`config.mk`:
```
export PLATFORM = sky130hd
export DESIGN_NAME = wrsw_top
export DESIGN_NICKNAME = d
export VERILOG_FILES = /design/src/wrsw_pkg.sv /design/src/wrsw_wdog.sv /design/src/wrsw_top.sv
export SDC_FILE = /design/constraint.sdc
export NUM_CORES = 1
export LEC_CHECK = 0
export ABC_AREA = 1
export ABC_CLOCK_PERIOD_IN_PS = 10610
export BUFFER_PORTS_ARGS = -buffer_cell sky130_fd_sc_hd__buf_2
export CELL_PAD_IN_SITES_DETAIL_PLACEMENT = 0
export CELL_PAD_IN_SITES_GLOBAL_PLACEMENT = 2
export CORE_UTILIZATION = 37
export DETAILED_ROUTE_END_ITERATION = 12
export PLACE_DENSITY = 0.92
export SYNTH_ARGS = -nofsm -noshare
export SYNTH_HDL_FRONTEND = slang
export SYNTH_HIERARCHICAL = 1
export SYNTH_SLANG_ARGS = --single-unit
```
`constraint.sdc`:
```
create_clock -name MCLK -period 10.61 [get_ports MCLK]
set_input_delay 1.061 -clock MCLK [delete_from_list [all_inputs] [get_ports MCLK]]
set_output_delay 1.061 -clock MCLK [all_outputs]
set_load 0.05 [all_outputs]
```
`src/wrsw_pkg.sv`:
```
// Purpose: Shared constants for the warm reset and secure watchdog block.
// Assumes: 100 MHz system clock, 32 kHz hold timebase derived from it.
// Notes:   Offsets are byte addresses on a 32-bit AXI4-Lite register bus.
package wrsw_pkg;
    // -------------------------------------------------------------
    // Clocking and timebase
    // -------------------------------------------------------------
    localparam int CLK_HZ = 100_000_000;
    localparam int SLOW_HZ = 32_000;
    localparam int TICK_DIV = CLK_HZ / SLOW_HZ;
    localparam logic [11:0] TICK_LAST = 12'(TICK_DIV - 1);

    // -------------------------------------------------------------
    // Bus geometry and register offsets
    // -------------------------------------------------------------
    localparam int ADDR_W = 8;
    localparam logic [7:0] OFS_HOLD = 8'h00;
    localparam logic [7:0] OFS_SETUP = 8'h04;
    localparam logic [7:0] OFS_SECCTL = 8'h08;
    localparam logic [7:0] OFS_WDCFG = 8'h0C;
    localparam logic [7:0] OFS_WDKICK = 8'h10;
    localparam logic [7:0] OFS_STATUS = 8'h14;
    localparam logic [7:0] OFS_WDCOUNT = 8'h18;

    // -------------------------------------------------------------
    // Field positions
    // -------------------------------------------------------------
    localparam int SEC_FRZ_BIT = 0;
    localparam int WD_DIS_BIT = 0;
    localparam int WD_LOAD_LSB = 16;
    localparam int ST_WARM_BIT = 0;
    localparam int ST_SECURE_BIT = 1;
    localparam int ST_SECLOCK_BIT = 2;
    localparam int ST_WDLOCK_BIT = 3;
    localparam int ST_WDDIS_BIT = 4;
    localparam int ST_FROZEN_BIT = 5;
    localparam int ST_CNT_LSB = 8;

    // -------------------------------------------------------------
    // Reset values and responses
    // -------------------------------------------------------------
    localparam logic [15:0] HOLD_RST = 16'h0001;
    localparam logic [15:0] SETUP_RST = 16'h0000;
    localparam logic [1:0] SECCTL_RST = 2'h0;
    localparam logic [15:0] WD_LOAD_RST = 16'hFFFF;
    localparam logic [1:0] RESP_OKAY = 2'h0;
    localparam logic [1:0] RESP_SLVERR = 2'h2;
endpackage

```
`src/wrsw_wdog.sv`:
```
// Purpose: Secure watchdog down-counter on the 32 kHz tick.
// Assumes: tick is a one-cycle pulse; load value is already locked by the caller.
// Notes:   Expiry reloads the counter so the dog keeps biting while unserviced.
`timescale 1ns/10ps
module wrsw_wdog
    import wrsw_pkg::*;
(
    // Clock and power-on reset
    input wire logic clk,
    input wire logic rst,
    // Control
    input wire logic tick,
    input wire logic freeze,
    input wire logic wd_off,
    input wire logic kick,
    input wire logic [15:0] load_val,
    // Status
    output logic [15:0] count,
    output logic expire
);
    logic [15:0] count_r;
    logic expire_r;
    wire run = tick && !freeze && !wd_off;
    wire at_zero = (count_r == 16'h0000);

    // Count down; frozen or disabled counts hold still except on a kick and never bite
    always_ff @(posedge clk or posedge rst) begin
        if (rst) begin
            count_r <= WD_LOAD_RST;
            expire_r <= 1'b0;
        end else begin
            expire_r <= run && at_zero;
            if (kick) begin
                count_r <= load_val;
            end else if (run) begin
                count_r <= at_zero ? load_val : count_r - 16'h0001;
            end
        end
    end

    assign count = count_r;
    assign expire = expire_r;
endmodule

```
`src/wrsw_top.sv`:
```
// Purpose: Warm reset hold sequencer with secure watchdog and write-once secure controls.
// Assumes: RST is power-on reset only; OFF mode and wake-up never reach these flops.
// Notes:   Requests arriving while warm reset is already held are absorbed.
//
// The implementer's own choices: register access over AXI4-Lite and the register addresses.
`timescale 1ns/10ps

// Notes on behaviour
// Global warm reset holds for ramp delay plus first hold time, in 32 kHz ticks.
// Secure warm reset ignores the ramp delay, holding first hold time only.
// Secure machine or watchdog requests are secure; all others are global.
// Secure control bits are write-once after power-on reset, kept until next one.
// Secure control bit 0 freezes the watchdog count; reset value leaves it running.
// An expired watchdog that is neither frozen nor disabled requests warm reset.
// Secure control bits keep their values through OFF mode and wake-up.
// Watchdog configuration is accepted once; disable sticks until power-on reset.
// Software not using the watchdog disables it once and ignores freeze bits.
// Software may lengthen first hold time to cover supply ramp after OFF mode.
// Hold counter loads on request, decrements per tick, releases at zero.
module wrsw_top
    import wrsw_pkg::*;
(
    // Clock and power-on reset
    input wire logic MCLK,
    input wire logic RST,
    // Reset sources
    input wire logic GLOBAL_RST_REQ,
    input wire logic SECURE_VIOLATION_REQ,
    // Warm reset to consumers
    output logic WARM_RST_OUT,
    // AXI4-Lite write address
    input wire logic [wrsw_pkg::ADDR_W-1:0] AWADDR,
    input wire logic AWVALID,
    output logic AWREADY,
    // AXI4-Lite write data
    input wire logic [31:0] WDATA,
    input wire logic [3:0] WSTRB,
    input wire logic WVALID,
    output logic WREADY,
    // AXI4-Lite write response
    output logic [1:0] BRESP,
    output logic BVALID,
    input wire logic BREADY,
    // AXI4-Lite read address
    input wire logic [wrsw_pkg::ADDR_W-1:0] ARADDR,
    input wire logic ARVALID,
    output logic ARREADY,
    // AXI4-Lite read data
    output logic [31:0] RDATA,
    output logic [1:0] RRESP,
    output logic RVALID,
    input wire logic RREADY
);
    import wrsw_pkg::*;

    // Word match ignoring byte lane bits
    function automatic logic hit(input logic [ADDR_W-1:0] a, input logic [7:0] ofs);
        hit = (a[ADDR_W-1:2] == ofs[7:2]);
    endfunction

    // Merge a write into an old word under the byte strobes
    function automatic logic [31:0] merge(input logic [31:0] old, input logic [31:0] nw,
                                          input logic [3:0] strb);
        logic [31:0] m;
        m = {{8{strb[3]}}, {8{strb[2]}}, {8{strb[1]}}, {8{strb[0]}}};
        merge = (old & ~m) | (nw & m);
    endfunction

    // -------------------------------------------------------------
    // 32 kHz tick from the system clock
    // -------------------------------------------------------------
    logic [11:0] tdiv_r;
    logic tick_r;
    always_ff @(posedge MCLK or posedge RST) begin
        if (RST) begin
            tdiv_r <= 12'h000;
            tick_r <= 1'b0;
        end else begin
            tick_r <= (tdiv_r == TICK_LAST);
            tdiv_r <= (tdiv_r == TICK_LAST) ? 12'h000 : tdiv_r + 12'h001;
        end
    end

    // -------------------------------------------------------------
    // AXI4-Lite slave
    // -------------------------------------------------------------
    logic awrdy_r, wrdy_r, aw_got_r, w_got_r, bvalid_r, arrdy_r, rvalid_r;
    logic [ADDR_W-1:0] wa_r;
    logic [31:0] wd_r, rdata_r;
    logic [3:0] ws_r;
    logic [1:0] bresp_r, rresp_r;
    // Read word is built further down from the register state
    logic [31:0] status_w, rd_word;

    // Decode of the captured write and of the read request
    wire wr_do = aw_got_r && w_got_r && !bvalid_r;
    wire wr_map = hit(wa_r, OFS_HOLD) || hit(wa_r, OFS_SETUP) || hit(wa_r, OFS_SECCTL)
                  || hit(wa_r, OFS_WDCFG) || hit(wa_r, OFS_WDKICK);
    wire rd_take = ARVALID && arrdy_r;
    wire rd_map = hit(ARADDR, OFS_HOLD) || hit(ARADDR, OFS_SETUP) || hit(ARADDR, OFS_SECCTL)
                  || hit(ARADDR, OFS_WDCFG) || hit(ARADDR, OFS_STATUS)
                  || hit(ARADDR, OFS_WDCOUNT);

    // Address and data may arrive in either order; response waits for both
    always_ff @(posedge MCLK or posedge RST) begin
        if (RST) begin
            {awrdy_r, wrdy_r, arrdy_r} <= 3'b111;
            {aw_got_r, w_got_r, bvalid_r, rvalid_r} <= 4'b0000;
            wa_r <= '0;
            wd_r <= 32'h0000_0000;
            ws_r <= 4'h0;
            bresp_r <= RESP_OKAY;
            rresp_r <= RESP_OKAY;
            rdata_r <= 32'h0000_0000;
        end else begin
            if (AWVALID && awrdy_r) begin
                wa_r <= AWADDR;
                aw_got_r <= 1'b1;
                awrdy_r <= 1'b0;
            end
            if (WVALID && wrdy_r) begin
                wd_r <= WDATA;
                ws_r <= WSTRB;
                w_got_r <= 1'b1;
                wrdy_r <= 1'b0;
            end
            if (wr_do) begin
                bvalid_r <= 1'b1;
                bresp_r <= wr_map ? RESP_OKAY : RESP_SLVERR;
                aw_got_r <= 1'b0;
                w_got_r <= 1'b0;
            end else if (bvalid_r && BREADY) begin
                bvalid_r <= 1'b0;
                awrdy_r <= 1'b1;
                wrdy_r <= 1'b1;
            end
            if (rd_take) begin
                arrdy_r <= 1'b0;
                rvalid_r <= 1'b1;
                rdata_r <= rd_word;
                rresp_r <= rd_map ? RESP_OKAY : RESP_SLVERR;
            end else if (rvalid_r && RREADY) begin
                rvalid_r <= 1'b0;
                arrdy_r <= 1'b1;
            end
        end
    end

    // -------------------------------------------------------------
    // Configuration and secure controls
    // -------------------------------------------------------------
    logic [15:0] hold_r, setup_r, wd_load_r;
    logic [1:0] secctl_r;
    logic sec_lock_r, wd_lock_r, wd_off_r;
    wire [31:0] hold_new = merge({16'h0000, hold_r}, wd_r, ws_r);
    wire [31:0] setup_new = merge({16'h0000, setup_r}, wd_r, ws_r);
    wire [31:0] sec_new = merge({30'h0, secctl_r}, wd_r, ws_r);
    wire [31:0] wdcfg_new = merge({wd_load_r, 15'h0000, wd_off_r}, wd_r, ws_r);
    wire sec_wr = wr_do && hit(wa_r, OFS_SECCTL) && !sec_lock_r;
    wire wd_wr = wr_do && hit(wa_r, OFS_WDCFG) && !wd_lock_r;
    wire wd_kick = wr_do && hit(wa_r, OFS_WDKICK);

    // Only power-on reset clears these; OFF mode and wake leave them alone
    always_ff @(posedge MCLK or posedge RST) begin
        if (RST) begin
            hold_r <= HOLD_RST;
            setup_r <= SETUP_RST;
            secctl_r <= SECCTL_RST;
            sec_lock_r <= 1'b0;
            wd_load_r <= WD_LOAD_RST;
            wd_off_r <= 1'b0;
            wd_lock_r <= 1'b0;
        end else begin
            if (wr_do && hit(wa_r, OFS_HOLD)) begin
                hold_r <= hold_new[15:0];
            end
            if (wr_do && hit(wa_r, OFS_SETUP)) begin
                setup_r <= setup_new[15:0];
            end
            if (sec_wr) begin
                secctl_r <= sec_new[1:0];
                sec_lock_r <= 1'b1;
            end
            if (wd_wr) begin
                wd_off_r <= wdcfg_new[WD_DIS_BIT];
                wd_load_r <= wdcfg_new[WD_LOAD_LSB +: 16];
                wd_lock_r <= 1'b1;
            end
        end
    end

    // -------------------------------------------------------------
    // Secure watchdog
    // -------------------------------------------------------------
    logic [15:0] wd_count;
    logic wd_expire;
    wrsw_wdog u_wdog (
        .clk(MCLK),
        .rst(RST),
        .tick(tick_r),
        .freeze(secctl_r[SEC_FRZ_BIT]),
        .wd_off(wd_off_r),
        .kick(wd_kick),
        .load_val(wd_load_r),
        .count(wd_count),
        .expire(wd_expire)
    );

    // -------------------------------------------------------------
    // Warm reset hold sequencer
    // -------------------------------------------------------------
    logic warm_r, last_sec_r;
    logic [16:0] hcnt_r;
    wire req_sec = SECURE_VIOLATION_REQ || wd_expire;
    wire req_glb = GLOBAL_RST_REQ;
    wire req_take = !warm_r && (req_sec || req_glb);
    // Global wins a tie: the longer hold is the safe one
    wire take_sec = req_sec && !req_glb;
    wire [16:0] dur_glb = {1'b0, setup_r} + {1'b0, hold_r};
    wire [16:0] dur_sec = {1'b0, hold_r};

    // Zero or one count still holds until the next tick, so the pulse is never lost
    always_ff @(posedge MCLK or posedge RST) begin
        if (RST) begin
            warm_r <= 1'b0;
            last_sec_r <= 1'b0;
            hcnt_r <= 17'h00000;
        end else if (req_take) begin
            warm_r <= 1'b1;
            last_sec_r <= take_sec;
            hcnt_r <= take_sec ? dur_sec : dur_glb;
        end else if (warm_r && tick_r) begin
            if (hcnt_r <= 17'h00001) begin
                warm_r <= 1'b0;
                hcnt_r <= 17'h00000;
            end else begin
                hcnt_r <= hcnt_r - 17'h00001;
            end
        end
    end

    // -------------------------------------------------------------
    // Read mux
    // -------------------------------------------------------------
    always_comb begin
        status_w = 32'h0000_0000;
        status_w[ST_WARM_BIT] = warm_r;
        status_w[ST_SECURE_BIT] = last_sec_r;
        status_w[ST_SECLOCK_BIT] = sec_lock_r;
        status_w[ST_WDLOCK_BIT] = wd_lock_r;
        status_w[ST_WDDIS_BIT] = wd_off_r;
        status_w[ST_FROZEN_BIT] = secctl_r[SEC_FRZ_BIT];
        status_w[ST_CNT_LSB +: 17] = hcnt_r;
    end
    assign rd_word = hit(ARADDR, OFS_HOLD) ? {16'h0000, hold_r} :
                     hit(ARADDR, OFS_SETUP) ? {16'h0000, setup_r} :
                     hit(ARADDR, OFS_SECCTL) ? {30'h0, secctl_r} :
                     hit(ARADDR, OFS_WDCFG) ? {wd_load_r, 15'h0000, wd_off_r} :
                     hit(ARADDR, OFS_STATUS) ? status_w :
                     hit(ARADDR, OFS_WDCOUNT) ? {16'h0000, wd_count} : 32'h0000_0000;

    assign WARM_RST_OUT = warm_r;
    assign AWREADY = awrdy_r;
    assign WREADY = wrdy_r;
    assign BVALID = bvalid_r;
    assign BRESP = bresp_r;
    assign ARREADY = arrdy_r;
    assign RVALID = rvalid_r;
    assign RDATA = rdata_r;
    assign RRESP = rresp_r;
endmodule

```
==> impl_metrics.yaml <==
run_status:
  status: "finished clean"
placement:
  dp.final_hpwl_um: 21300
  portBuffers: 96
  dpl_cell_area_mm2: 0.0110
  gp_routability_congestion: 0.915
  post-place-ws_ns: 7.53
clock_network:
  ctsHoldBuffers: 0
  clockBufferDepth: 2
  clock_sinks: 185
  cts_resized: 0
  clkSlewWorstSetupHoldPaths_ns: 0.09
  post_cts_buffers: 0
  htree_levels: 4
  cts_buffers: 17
  worst_skew_pair.late_latency_ns: 0.45
  clockRootBuffer: "clkbuf_16"
  cts_tree: "built"
synthesis:
  synth_edf_count: 0
  ys_async_sr_fraction_pct: 100
  syn_inst: 1379
  avgSynthCellArea_um2: 7.40
  synth_area_mm2: 0.0102
  ys_types: 46
  ys_seq_elements: 185
  seq_area_frac_synth_pct: 45.8
  synthFlopType: "dfrtp_1"
  ys_warn_count: 6
job:
  cap_violations: 0
pwr:
  intPower_mw: 1.68
  p_seq_share_pct: 35.4
  ir_drop_mv: 0.177
  pwr-share-comb_pct: 42.5
  power_switching_mw: 1.47
  power.density_mw_per_mm2: 271
  power_leakage_nw: 5.98
  finalPower_mw: 3.15
  p_clk_share_pct: 22.1
  swShare_pct: 46.6
cells_and_area:
  seq_area_mm2: 0.00467
  num_antenna_cells: 0
  mostFrequentLayoutCell: "nand2_1"
  final_area_mm2: 0.0116
  drive_gt1_share_pct: 13.9
  multi_input_area_mm2: 0.00467
  nFillCells: 2827
  final_nets: 1549
  mostFrequentLayoutCells: "nand2_1, inv_1, dfrtp_1"
  area_delta_synth_final_pct: 13.7
grt:
  antenna_found_initial: 0
  grt_pass1_vias: 8357
  overflow: 0
  grt_max_degree: 89
  grt_pass1_wl_um: 45600
  gr-usage-all-layers_pct: 20.8
min_path:
  whs_path_depth: 2
  min_to: "WREADY"
  hp-class: "register to register"
  worstHoldStart: "WREADY"
sta:
  fin_ws_ns: 7.65
  clock.fmax_mhz: 338
  fin_crit_ns: 2.96
  rsz0062_at_grt: "no"
  maxSlewViolCount: 0
  worst_slew_pin_slew_ns: 1.01
  relSlewSlack_pct: 32.4
  whs_ns: 0.480
  fin_skew_ns: 0.0184
  hold_violations: 0
  final-setup-viol-count: 0
  fin_crit_sh_pct: 27.9
  setup_tns_ns: 0
drt:
  viasPerCell: 4.93
  avgRoutedWirePerCell_um: 15.5
  vias: 8961
  drtIter0Drc: 707
  ant_nets: 0
  drt_first_pass_iters: 5
  drt-total-wl_um: 28200
  drc: 0
floorplanning:
  floorplan.initialDensity_pct: 37.8
  chipWidth_um: 168
  dieArea_mm2: 0.0283
  num_io_pins: 103
  core-area_mm2: 0.0270
  rows: 60
  die_y_um: 168
critical_path:
  startpoint_type: "register"
  cp_data_required_time_ns: 11.00
  crit_path_cell_trace: "nor2_1 > nand4_1 > nor2_1 > clkinv_1 > nand2_1 > inv_1 > a21oi_1 > nand2_1 > nand2_1"
  worstSetupEndpointType: "register"
  crit_path_top_delay_cell: "nand2_1"
  ff2ff_setup_slack_ns: 7.65
  crit_fanout: 18
  crit_type: "register to register"
  cp.depth: 9
  rr_endpoint: "u_wdog/count[12]"
  ff2ff_path_depth: 9
  rr_startpoint: "wa_r[2]"
  critPathMostFrequentCell: "nand2_1"
  path_delay_family: "simple AND/OR/NAND/NOR gates"
  cpPeakStageDelay_ns: 0.62
  path_buf_inv: 2
  critPathArrivalTime_ns: 3.36
## metrics by stage
step / cells / utilization [%]
after global placement: 1787 / 40.5
final: 1819 / 43.0
after CTS: 1819 / 43.0
after detailed placement: 1787 / 40.5
after global routing: 1819 / 43.0
after floorplan: 1380 / -
## cell usage after synthesis, types with 3 or more instances
cell type | count | share of area [%]
dfstp_2 | 36 | 9.3
nand2_1 | 486 | 18
a22oi_1 | 3 | 0.22
buf_6 | 4 | 0.44
o21ai_1 | 36 | 1.8
a31oi_1 | 6 | 0.37
o21bai_1 | 4 | 0.29
buf_4 | 7 | 0.51
a21oi_1 | 31 | 1.5
nor2_2 | 6 | 0.37
nand3b_1 | 7 | 0.51
nand4_1 | 12 | 0.74
clkinv_1 | 3 | 0.11
o21ai_0 | 116 | 5.7
xnor2_1 | 3 | 0.26
ha_1 | 22 | 2.7
buf_2 | 6 | 0.29
nor2_1 | 115 | 4.2
inv_2 | 3 | 0.11
mux2_1 | 4 | 0.44
nand3_2 | 3 | 0.29
inv_1 | 166 | 6.1
nor3_1 | 8 | 0.39
nand3_1 | 84 | 4.1
xor2_1 | 9 | 0.77
nor2_4 | 9 | 0.99
dfrtp_1 | 149 | 37
clkbuf_1 | 15 | 0.55
## worst reg2reg max path: cells and delay by family (launching register included)
kind	cells	cell delay, ns
buffers and inverters	2	0.83
AO/OA/AOI/OAI	1	0.27
AND/OR/NAND/NOR	6	1.36
flip-flops	1	0.47
## worst max-delay path by stage
stage               slack, ns  startpoint          endpoint
floorplan                5.04         RST          BRESP[1]
global placement         7.57   ARADDR[4]          RDATA[0]
detailed placement       7.53   ARADDR[4]         RDATA[30]
CTS                      7.70     wa_r[2]  u_wdog/count[12]
global route             7.36     wa_r[2]  u_wdog/count[14]
finish                   7.65     wa_r[2]  u_wdog/count[12]
## per-layer routing
metal / up-vias / GRT usage, % / routed length [µm]
met5: - / 0 / 0
met4: 0 / 6.92 / 635
met3: 35 / 2.52 / 1190
met2: 189 / 29.9 / 11600
met1: 4194 / 32.1 / 14700
li1: 4543 / - / -
## area by class of cell
class,instances,share of cell area [%]
multi-input combinational,986,40.3
clock inverter,15,1.98
timing repair buffer,101,4.46
sequential,185,40.3
inverter,174,5.69
tap,341,3.68
clock buffer,17,3.66
## power by group through the flow
stage	clock, mW	sequential [mW]	combinational [mW]
2_1_floorplan	0	1.12	1.02
3_3_place_gp	0	1.12	1.32
3_5_place_dp	0	1.12	1.34
4_1_cts	0.707	1.11	1.34
5_1_grt	0.734	1.14	1.53
6_report	0.695	1.11	1.34
## cells by family (layout without fill, tap and decap cells)
family	count (synthesis)	count (layout)	share of synthesized area (%)
AND/OR/NAND/NOR	742	742	30.9
other	1	2	0.0367
buffers and inverters	209	307	8.45
XOR/XNOR	12	12	1.03
multiplexers	6	6	0.662
AO/OA/AOI/OAI	201	201	10.3
adder cells (fa/ha/maj)	23	23	2.89
flip-flops	185	185	45.8
Note: power is estimated with default switching activity, not from simulation.
